File: config.mk
export PLATFORM = sky130hd
export DESIGN_NAME = sbtc_top
export DESIGN_NICKNAME = d
export VERILOG_FILES = /design/src/hw/sbtc_top.v /design/src/hw/sbtc_sync.v
export VERILOG_INCLUDE_DIRS = /design/src /design/src/hw
export SDC_FILE = /design/constraint.sdc
export NUM_CORES = 1
export LEC_CHECK = 0
export BUFFER_PORTS_ARGS = -buffer_cell sky130_fd_sc_hd__buf_2
export CORE_MARGIN = 2
export CORE_UTILIZATION = 40
export DETAILED_ROUTE_END_ITERATION = 8
export PLACE_DENSITY = 0.7
export SKIP_CTS_REPAIR_TIMING = 1
export SLEW_MARGIN = 25
export SYNTH_ARGS = -nofsm -noshare
export SYNTH_HDL_FRONTEND = slang
export SYNTH_SLANG_ARGS = --single-unit
File: constraint.sdc
create_clock -name clk_sys -period 2.6 [get_ports clk_sys]
set_input_delay 0.65 -clock clk_sys [delete_from_list [all_inputs] [get_ports clk_sys]]
set_output_delay 0.65 -clock clk_sys [all_outputs]
set_load 0.03 [all_outputs]
File: src/hw/sbtc_consts.vh
`ifndef SBTC_CONSTS_VH
`define SBTC_CONSTS_VH

// register indices; byte address is four times the index
`define SBTC_IDX_STATUS     8'h0C
`define SBTC_IDX_COUNT_LO   8'h0E
`define SBTC_IDX_COUNT_HI   8'h0F
`define SBTC_IDX_CONTROL    8'h10

// timer_control fields
`define SBTC_CTL_TIMER_ON   0
`define SBTC_CTL_CLK_SEL    1
`define SBTC_CTL_SYNC_DIS   2
`define SBTC_CTL_OSC_EN     3
`define SBTC_CTL_PS_LO      4
`define SBTC_CTL_PS_HI      5
`define SBTC_CTL_MASK       8'h3F
`define SBTC_CTL_RESET      8'h00

// status fields
`define SBTC_STS_OVF        0

// instruction clock: system clock divided by four
`define SBTC_PHASE_TWO      2'h1
`define SBTC_PHASE_FOUR     2'h3

// clock and oscillator rating
`define SBTC_CLK_MHZ        50
`define SBTC_OSC_MAX_KHZ    200

`endif

File: src/hw/sbtc_top.v
// Overview of operation
// RULE1: clock select clear gives timer mode, counting system clock divided by four.
// RULE2: timer mode ignores the sync disable bit.
// RULE3: clock select set counts rising edges of oscillator pin or external clock pin.
// RULE4: sync disable clear aligns the count clock to phases, after the prescaler.
// RULE5: prescaler is a ripple divider ahead of the synchronizer, symmetrical output.
// RULE6: prescale field 00,01,10,11 divides by 1, 2, 4, 8.
// RULE7: synchronized counter holds in sleep while the prescaler keeps counting.
// RULE8: prescaler output sampled on phase two and phase four; increment follows.
// RULE9: at 1:1 sync mode, external clock high and low at least two periods.
// RULE10: above 1:1, external clock period at least four periods over prescale.
// RULE11: sync disable set counts unaligned, runs in sleep, overflow can wake.
// RULE12: asynchronous counter mode is no time base for capture or compare.
// RULE13: reading either count byte while counting returns a valid byte.
// RULE14: software reads high, low, high and repeats when high bytes differ.
// RULE15: software should stop the counter before writing the count bytes.
// RULE16: oscillator enable starts the low power crystal oscillator, runs in sleep.
// RULE17: software waits its own start-up delay after enabling the oscillator.
// RULE18: counts while timer on, wraps FFFF to 0000, sets overflow flag on wrap.
// RULE19: count is readable and writable as separate high and low byte registers.
//
// The APB interface to the registers is this design's own decision.
`timescale 1ns/1ps
`default_nettype none
`include "sbtc_consts.vh"

module sbtc_top (
	// clock and reset
	input  wire        clk_sys,
	input  wire        resetn,
	// apb slave
	input  wire        psel,
	input  wire        penable,
	input  wire        pwrite,
	input  wire [11:0] paddr,
	input  wire [31:0] pwdata,
	output wire        pready,
	output wire        pslverr,
	output reg  [31:0] prdata,
	// core power state
	input  wire        sleep_mode,
	// oscillator input pin (shared)
	input  wire        osc_input_shared_pin,
	// clock input / oscillator amplifier pin (shared, two-way)
	input  wire        clock_input_shared_pin_i,
	output reg         clock_input_shared_pin_o,
	output reg         clock_input_shared_pin_oe,
	// time base for capture and compare
	output reg  [15:0] count_value,
	output reg         timebase_valid,
	// overflow
	output reg         overflow_flag,
	output reg         overflow_wake
);

	// bus decode
	wire [7:0]  bus_index;
	wire        addr_aligned;
	wire        hit_status;
	wire        hit_lo;
	wire        hit_hi;
	wire        hit_ctl;
	wire        hit_any;
	wire        setup_rd;
	wire        wr_en;
	wire        wr_ctl;
	wire        wr_status;
	wire        wr_lo;
	wire        wr_hi;
	wire        presc_clear;
	reg  [7:0]  rd_byte;

	// control
	reg  [7:0]  control_reg;
	wire        timer_on;
	wire        clock_source_select;
	wire        sync_disable;
	wire        osc_enable;
	wire [1:0]  prescale_select;
	wire        mode_timer;
	wire        mode_sync;
	wire        mode_async;

	// pins after two flip-flops
	wire [1:0]  pins_sync;
	wire        osc_input_pin;
	wire        ext_count_clock_pin;

	// instruction phases
	reg  [1:0]  phase_reg;
	wire        phase_two;
	wire        phase_four;

	// prescaler
	reg         src_reg;
	reg         src_prev_reg;
	wire        src_rise;
	reg  [2:0]  presc_reg;
	reg  [2:0]  presc_next;
	reg         presc_out;
	reg         presc_out_prev_reg;
	wire        presc_rise;

	// phase synchroniser
	reg         samp_reg;
	reg         samp_prev_reg;
	wire        samp_rise;

	// counter
	reg  [15:0] count_reg;
	reg  [15:0] count_next;
	reg         tick;
	wire        wrap;
	reg         ovf_reg;
	reg         ovf_next;

	assign bus_index    = paddr[9:2];
	assign addr_aligned = (paddr[1:0] == 2'h0) && (paddr[11:10] == 2'h0);
	assign hit_status   = addr_aligned && (bus_index == `SBTC_IDX_STATUS);
	assign hit_lo       = addr_aligned && (bus_index == `SBTC_IDX_COUNT_LO);
	assign hit_hi       = addr_aligned && (bus_index == `SBTC_IDX_COUNT_HI);
	assign hit_ctl      = addr_aligned && (bus_index == `SBTC_IDX_CONTROL);
	assign hit_any      = hit_status | hit_lo | hit_hi | hit_ctl;

	// zero wait states; unmapped addresses answer with an error
	assign pready   = 1'b1;
	assign pslverr  = psel & penable & ~hit_any;
	assign setup_rd = psel & ~penable & ~pwrite;
	assign wr_en    = psel & penable & pwrite & hit_any;

	// per register write strobes
	assign wr_ctl      = wr_en & hit_ctl;
	assign wr_status   = wr_en & hit_status;
	assign wr_lo       = wr_en & hit_lo;
	assign wr_hi       = wr_en & hit_hi;
	// writing either count byte restarts the divider
	assign presc_clear = wr_lo | wr_hi;

	assign timer_on            = control_reg[`SBTC_CTL_TIMER_ON];
	assign clock_source_select = control_reg[`SBTC_CTL_CLK_SEL];
	assign sync_disable        = control_reg[`SBTC_CTL_SYNC_DIS];
	assign osc_enable          = control_reg[`SBTC_CTL_OSC_EN];
	assign prescale_select     = control_reg[`SBTC_CTL_PS_HI:`SBTC_CTL_PS_LO];

	// counting mode; sync_disable means nothing on the internal clock
	assign mode_timer = ~clock_source_select; // [RULE2]
	assign mode_sync  = clock_source_select & ~sync_disable; // [RULE4]
	assign mode_async = clock_source_select & sync_disable; // [RULE11]

	// both pins come from outside the clock domain
	sbtc_sync #(
		.W(2)
	) sbtc_sync_i (
		.clk_sys  (clk_sys),
		.resetn   (resetn),
		.async_in ({osc_input_shared_pin, clock_input_shared_pin_i}),
		.sync_out (pins_sync)
	);

	assign osc_input_pin       = pins_sync[1];
	assign ext_count_clock_pin = pins_sync[0];

	// control register
	always @(posedge clk_sys) begin
		if (!resetn) begin
			control_reg <= `SBTC_CTL_RESET;
		end else if (wr_ctl) begin
			control_reg <= pwdata[7:0] & `SBTC_CTL_MASK;
		end
	end

	// instruction cycle phases, free running
	always @(posedge clk_sys) begin
		if (!resetn) begin
			phase_reg <= 2'h0;
		end else begin
			phase_reg <= phase_reg + 2'h1;
		end
	end

	assign phase_two  = (phase_reg == `SBTC_PHASE_TWO);
	assign phase_four = (phase_reg == `SBTC_PHASE_FOUR);

	// oscillator amplifier: inverts the crystal input while enabled
	always @(posedge clk_sys) begin
		if (!resetn) begin
			clock_input_shared_pin_o  <= 1'b0;
			clock_input_shared_pin_oe <= 1'b0;
		end else begin
			clock_input_shared_pin_o  <= osc_enable & ~osc_input_pin; // [RULE16]
			clock_input_shared_pin_oe <= osc_enable; // [RULE16]
		end
	end

	// count source selection; sleep does not stop the oscillator path
	always @(posedge clk_sys) begin
		if (!resetn) begin
			src_reg      <= 1'b0;
			src_prev_reg <= 1'b0;
		end else begin
			src_reg      <= osc_enable ? osc_input_pin : ext_count_clock_pin; // [RULE3]
			src_prev_reg <= src_reg;
		end
	end

	assign src_rise = src_reg & ~src_prev_reg;

	// ripple divider: each stage toggles on the carry of the one below,
	// so every tap is a square wave
	always @* begin
		presc_next = presc_reg;
		if (presc_clear) begin
			presc_next = 3'h0;
		end else if (clock_source_select && src_rise) begin
			presc_next = presc_reg + 3'h1; // [RULE5] [RULE7]
		end
	end

	always @* begin
		case (prescale_select) // [RULE6]
			2'h0:    presc_out = src_reg;
			2'h1:    presc_out = presc_reg[0];
			2'h2:    presc_out = presc_reg[1];
			2'h3:    presc_out = presc_reg[2];
			default: presc_out = src_reg;
		endcase
	end

	always @(posedge clk_sys) begin
		if (!resetn) begin
			presc_reg          <= 3'h0;
			presc_out_prev_reg <= 1'b0;
		end else begin
			presc_reg          <= presc_next;
			presc_out_prev_reg <= presc_out;
		end
	end

	assign presc_rise = presc_out & ~presc_out_prev_reg;

	// phase synchroniser after the prescaler; frozen in sleep, so a
	// synchronized counter holds even though the divider keeps going
	always @(posedge clk_sys) begin
		if (!resetn) begin
			samp_reg      <= 1'b0;
			samp_prev_reg <= 1'b0;
		end else if (!sleep_mode) begin // [RULE7]
			if (phase_two || phase_four) begin
				samp_reg <= presc_out; // [RULE4] [RULE8]
			end
			samp_prev_reg <= samp_reg;
		end
	end

	assign samp_rise = samp_reg & ~samp_prev_reg & ~sleep_mode;

	// increment source by mode
	always @* begin
		if (mode_timer) begin
			tick = phase_four; // [RULE1] [RULE2]
		end else if (mode_sync) begin
			tick = samp_rise; // [RULE8]
		end else begin
			tick = presc_rise; // [RULE11]
		end
	end

	assign wrap = timer_on & tick & (count_reg == 16'hFFFF);

	// a bus write to a byte wins over a coinciding increment
	always @* begin
		count_next = count_reg;
		if (timer_on && tick) begin
			count_next = count_reg + 16'h0001; // [RULE18]
		end
		if (wr_lo) begin
			count_next = {count_next[15:8], pwdata[7:0]}; // [RULE19]
		end
		if (wr_hi) begin
			count_next = {pwdata[7:0], count_next[7:0]}; // [RULE19]
		end
	end

	// overflow flag: write one to clear, a wrap in the same cycle wins
	always @* begin
		ovf_next = ovf_reg;
		if (wr_status && pwdata[`SBTC_STS_OVF]) begin
			ovf_next = 1'b0;
		end
		if (wrap) begin
			ovf_next = 1'b1; // [RULE18]
		end
	end

	always @(posedge clk_sys) begin
		if (!resetn) begin
			count_reg <= 16'h0000;
			ovf_reg   <= 1'b0;
		end else begin
			count_reg <= count_next;
			ovf_reg   <= ovf_next;
		end
	end

	// outputs toward the rest of the chip
	always @(posedge clk_sys) begin
		if (!resetn) begin
			count_value    <= 16'h0000;
			timebase_valid <= 1'b0;
			overflow_flag  <= 1'b0;
			overflow_wake  <= 1'b0;
		end else begin
			count_value    <= count_next;
			timebase_valid <= timer_on & ~mode_async; // [RULE12]
			overflow_flag  <= ovf_next;
			overflow_wake  <= wrap & sleep_mode & mode_async; // [RULE11]
		end
	end

	// read select; unmapped addresses read zero
	always @* begin
		rd_byte = 8'h00;
		if (hit_lo) begin
			rd_byte = count_reg[7:0]; // [RULE13] [RULE19]
		end else if (hit_hi) begin
			rd_byte = count_reg[15:8]; // [RULE13] [RULE19]
		end else if (hit_ctl) begin
			rd_byte = control_reg;
		end else if (hit_status) begin
			rd_byte = {7'h00, ovf_reg};
		end
	end

	// read data is captured in the setup cycle from the settled count,
	// so a byte never shows a half-updated value
	always @(posedge clk_sys) begin
		if (!resetn) begin
			prdata <= 32'h00000000;
		end else if (setup_rd) begin
			prdata <= {24'h000000, rd_byte};
		end
	end

endmodule // sbtc_top

`default_nettype wire

File: src/hw/sbtc_sync.v
`timescale 1ns/1ps
`default_nettype none

module sbtc_sync #(
	parameter W = 1
) (
	// clock and reset
	input  wire         clk_sys,
	input  wire         resetn,
	// asynchronous level in, aligned level out
	input  wire [W-1:0] async_in,
	output wire [W-1:0] sync_out
);

	reg [W-1:0] stage1_reg;
	reg [W-1:0] stage2_reg;

	// first stage feeds only the second stage
	always @(posedge clk_sys) begin
		if (!resetn) begin
			stage1_reg <= {W{1'b0}};
			stage2_reg <= {W{1'b0}};
		end else begin
			stage1_reg <= async_in;
			stage2_reg <= stage1_reg;
		end
	end

	assign sync_out = stage2_reg;

endmodule // sbtc_sync

`default_nettype wire

==> summary.txt <==
Finish
  – Most common cell after layout, fill and taps aside: buf_2
  – NumNets Final: 412
  – Non-Filler Instances: 434
  – Max FFs per register: 16
  – Syn-to-layout area delta: 13.7%
  – Layout cells sized above 1: 21.8%
  – Most frequent cells in the layout: 57 x buf_2, 49 x dfxtp_1, 26 x a21oi_1, 26 x o21ai_0, 25 x conb_1
  – # diodes: 0

Floorplan
  – Boundary Pins: between 100 and 150
  – Chip height: 85.0 um
  – Core ar.: 6350 um^2
  – Die ar.: between 7000 and 8000 um^2
  – Std cell rows: 29
  – Initial core utilization: around two fifths
  – Die width: 85.0 um

CTS
  – H-tree levels: 2
  – CTS tree: done
  – Clk buf depth: 2
  – TritonCTS Sinks: 49
  – Number of buffers created by CTS: 5
  – Clk Latency, worst-skew pair: 0.31 ns
  – Worst-path clk slew: roughly 0.09 ns
  – Root buffer cell: clkbuf_8

Worst setup path
  – Crit end category: primary output
  – Critical-path cell list: buf_2 -> or4_4 -> nor2_2 -> o21ai_0 -> and3_1 -> buf_2
  – Startpoint Class: input pin
  – Critical Path AT: 1.87 ns
  – Critical path required time: 1.95 ns
  – Critical path class: in2out
  – Cell at the slowest stage of the critical path: or4_4
  – Crit path max fanout: 4
  – Crit-path leading delay family: simple AND/OR/NAND/NOR gates
  – Crit path top cell by count: buf_2
  – Largest stage delay, worst path: 0.56 ns
  – CP bufs+invs: 2

Routing
  – DRT Wirelength: a little over 6000 um
  – DRT iter0 DRCs: 132
  – Detailed-route wire length per cell: about 14 um
  – Total number of vias: 2,259
  – DRT Pass-1 Iters: 4
  – Via density per instance: 5.21
  – Remaining DRCs: 0
  – Antenna Violating Nets Remaining: 0

Placement
  – HPWL after DPL: 4480 um
  – Cells after DPL: between 400 and 500
  – GP Congestion: ~0.84
  – I/O Buffers: 57

GRT
  – Tot GR Track Use: ~17%
  – Largest net degree at the start of global routing: 47
  – Vias in the first global route: 2,018
  – Total grt overflow: 0
  – First-pass GRT wire length: 9800 um
  – Initial antenna violation count: 0

Yosys
  – Yosys top cell by area: dfxtp_1
  – Post-synthesis sequential area ratio: 37.4%
  – Commonest register cell after synthesis: dfxtp_1
  – Post-synth EDFFs: 0
  – Yosys cell types: 43
  – Synthesis Warnings: 0
  – Async set or reset register ratio after synthesis: 0%
  – Post-synth top area share: 37.4%
  – Synth Area per Inst: 8.63 um^2
  – Area contributors post-synth: dfxtp_1 37%, buf_4 7.2%, mux2i_1 6.9%
  – Cell count after synthesis: 304
  – Synthesized flop and latch total: 49
  – Synthesized cell area: 2620 um^2

Timing
  – Period minus WS final: 2.52 ns
  – Fin Clk Skew: approximately 0.0063 ns
  – Fin. Hold Viols: 0
  – Total negative slack: 0 ns
  – Unrepaired setup endpoints after global routing: false
  – Final worst path period share: between 90% and 100%
  – Worst Tran Pin Value: about 0.64 ns
  – Hold slack: 0.425 ns
  – Fmax: 0.397 GHz
  – Final Setup Violations: 0
  – Rel. slew slack: 57.4%
  – Max-slew violations: 0

Power
  – Peak VDD IR: 0.241 mV
  – Total Power: 1.34 mW
  – Pwr/cell area: 450 nW/um^2
  – LEAKAGE: 1.26 nW

Flow run
  – Max Cap Viol: 0

Outcome
  – Outcome: finished, final reports clean

Worst hold path
  – Worst hold-check path type: reg2reg
[worst register-to-register path: stages (launching register included)]
cell and delay, ns:
dfxtp_1 0.42, mux2_2 0.38, o2bb2ai_2 0.25, o21ai_0 0.36, mux2i_1 0.23, a21oi_1 0.08
[layout make-up]
class                           count  area (um^2)
Timing Repair Buffer               63          330
Sequential cell                    49          981
Clock buffer                        6         72.6
Tap cell                           77         96.3
Multi-Input combinational cell    233         1470
Clock inverter                      2         15.0
Inverter                            4         15.0
Fill cell                         635         3370
[cells by family after synthesis]
family	after synthesis	share of synthesized area, %
AND/OR/NAND/NOR	92	19.8
adder cells (fa/ha/maj)	4	1.91
flip-flops	49	37.4
AO/OA/AOI/OAI	76	17.6
buffers and inverters	45	10.1
multiplexers	19	7.30
XOR/XNOR	17	5.68
other	2	0.286
[path summary, 6_finish.rpt]
| path | startpoint | end | slack, ns | cells past startpoint |
|---|---|---|---|---|
| max | paddr[10] | pslverr | 0.08 | 6 |
| min | sbtc_sync_i.sync_out[1] | clock_input_shared_pin_o | 0.42 | 1 |
| min reg2reg | sbtc_sync_i.sync_out[1] | clock_input_shared_pin_o | 0.42 | 1 |
| max reg2reg | control_reg[5] | count_value[1] | 0.77 | 5 |
[metrics by stage]
stage	util [%]	instance area, um^2	worst slack, ns
3_5_place_dp	45.5	2890	0.0569
3_3_place_gp	45.5	2890	0.0776
5_1_grt	47.0	2980	0.0125
2_1_floorplan	-	2710	0.154
6_report	47.0	2980	0.0806
4_1_cts	46.8	2970	0.0504
[synthesized netlist by cell type, types with 2 or more instances]
master / instances
nor2_1: 19
o2111ai_1: 6
nand2_1: 12
inv_1: 4
ha_1: 4
o21ai_0: 26
a22oi_1: 2
nand3b_1: 4
mux2i_1: 18
and2_1: 15
or3_1: 2
a21oi_1: 26
nand3_1: 3
nor3_1: 3
o211ai_1: 6
o41ai_1: 2
xnor2_1: 2
a21boi_0: 2
or3b_2: 2
nor2b_1: 14
dfxtp_1: 49
nand4_1: 4
conb_1: 2
nand4b_1: 2
buf_4: 25
o21a_1: 2
clkbuf_1: 14
and3_1: 5
xor2_1: 15
[report_power, final]
part	switching (mW)	internal, mW
registers	0.00333	0.757
logic	0.0939	0.0353
clock network	0.264	0.190
[per-layer routing]
layer	up-vias	track usage, %	part of all wire, %
li1	1126	-	-
met1	1034	22.5	46
met2	91	27.8	47
met3	8	3.21	6.0
met4	0	5.34	1.4
met5	-	0	0
(Power assumes the default switching activity.)
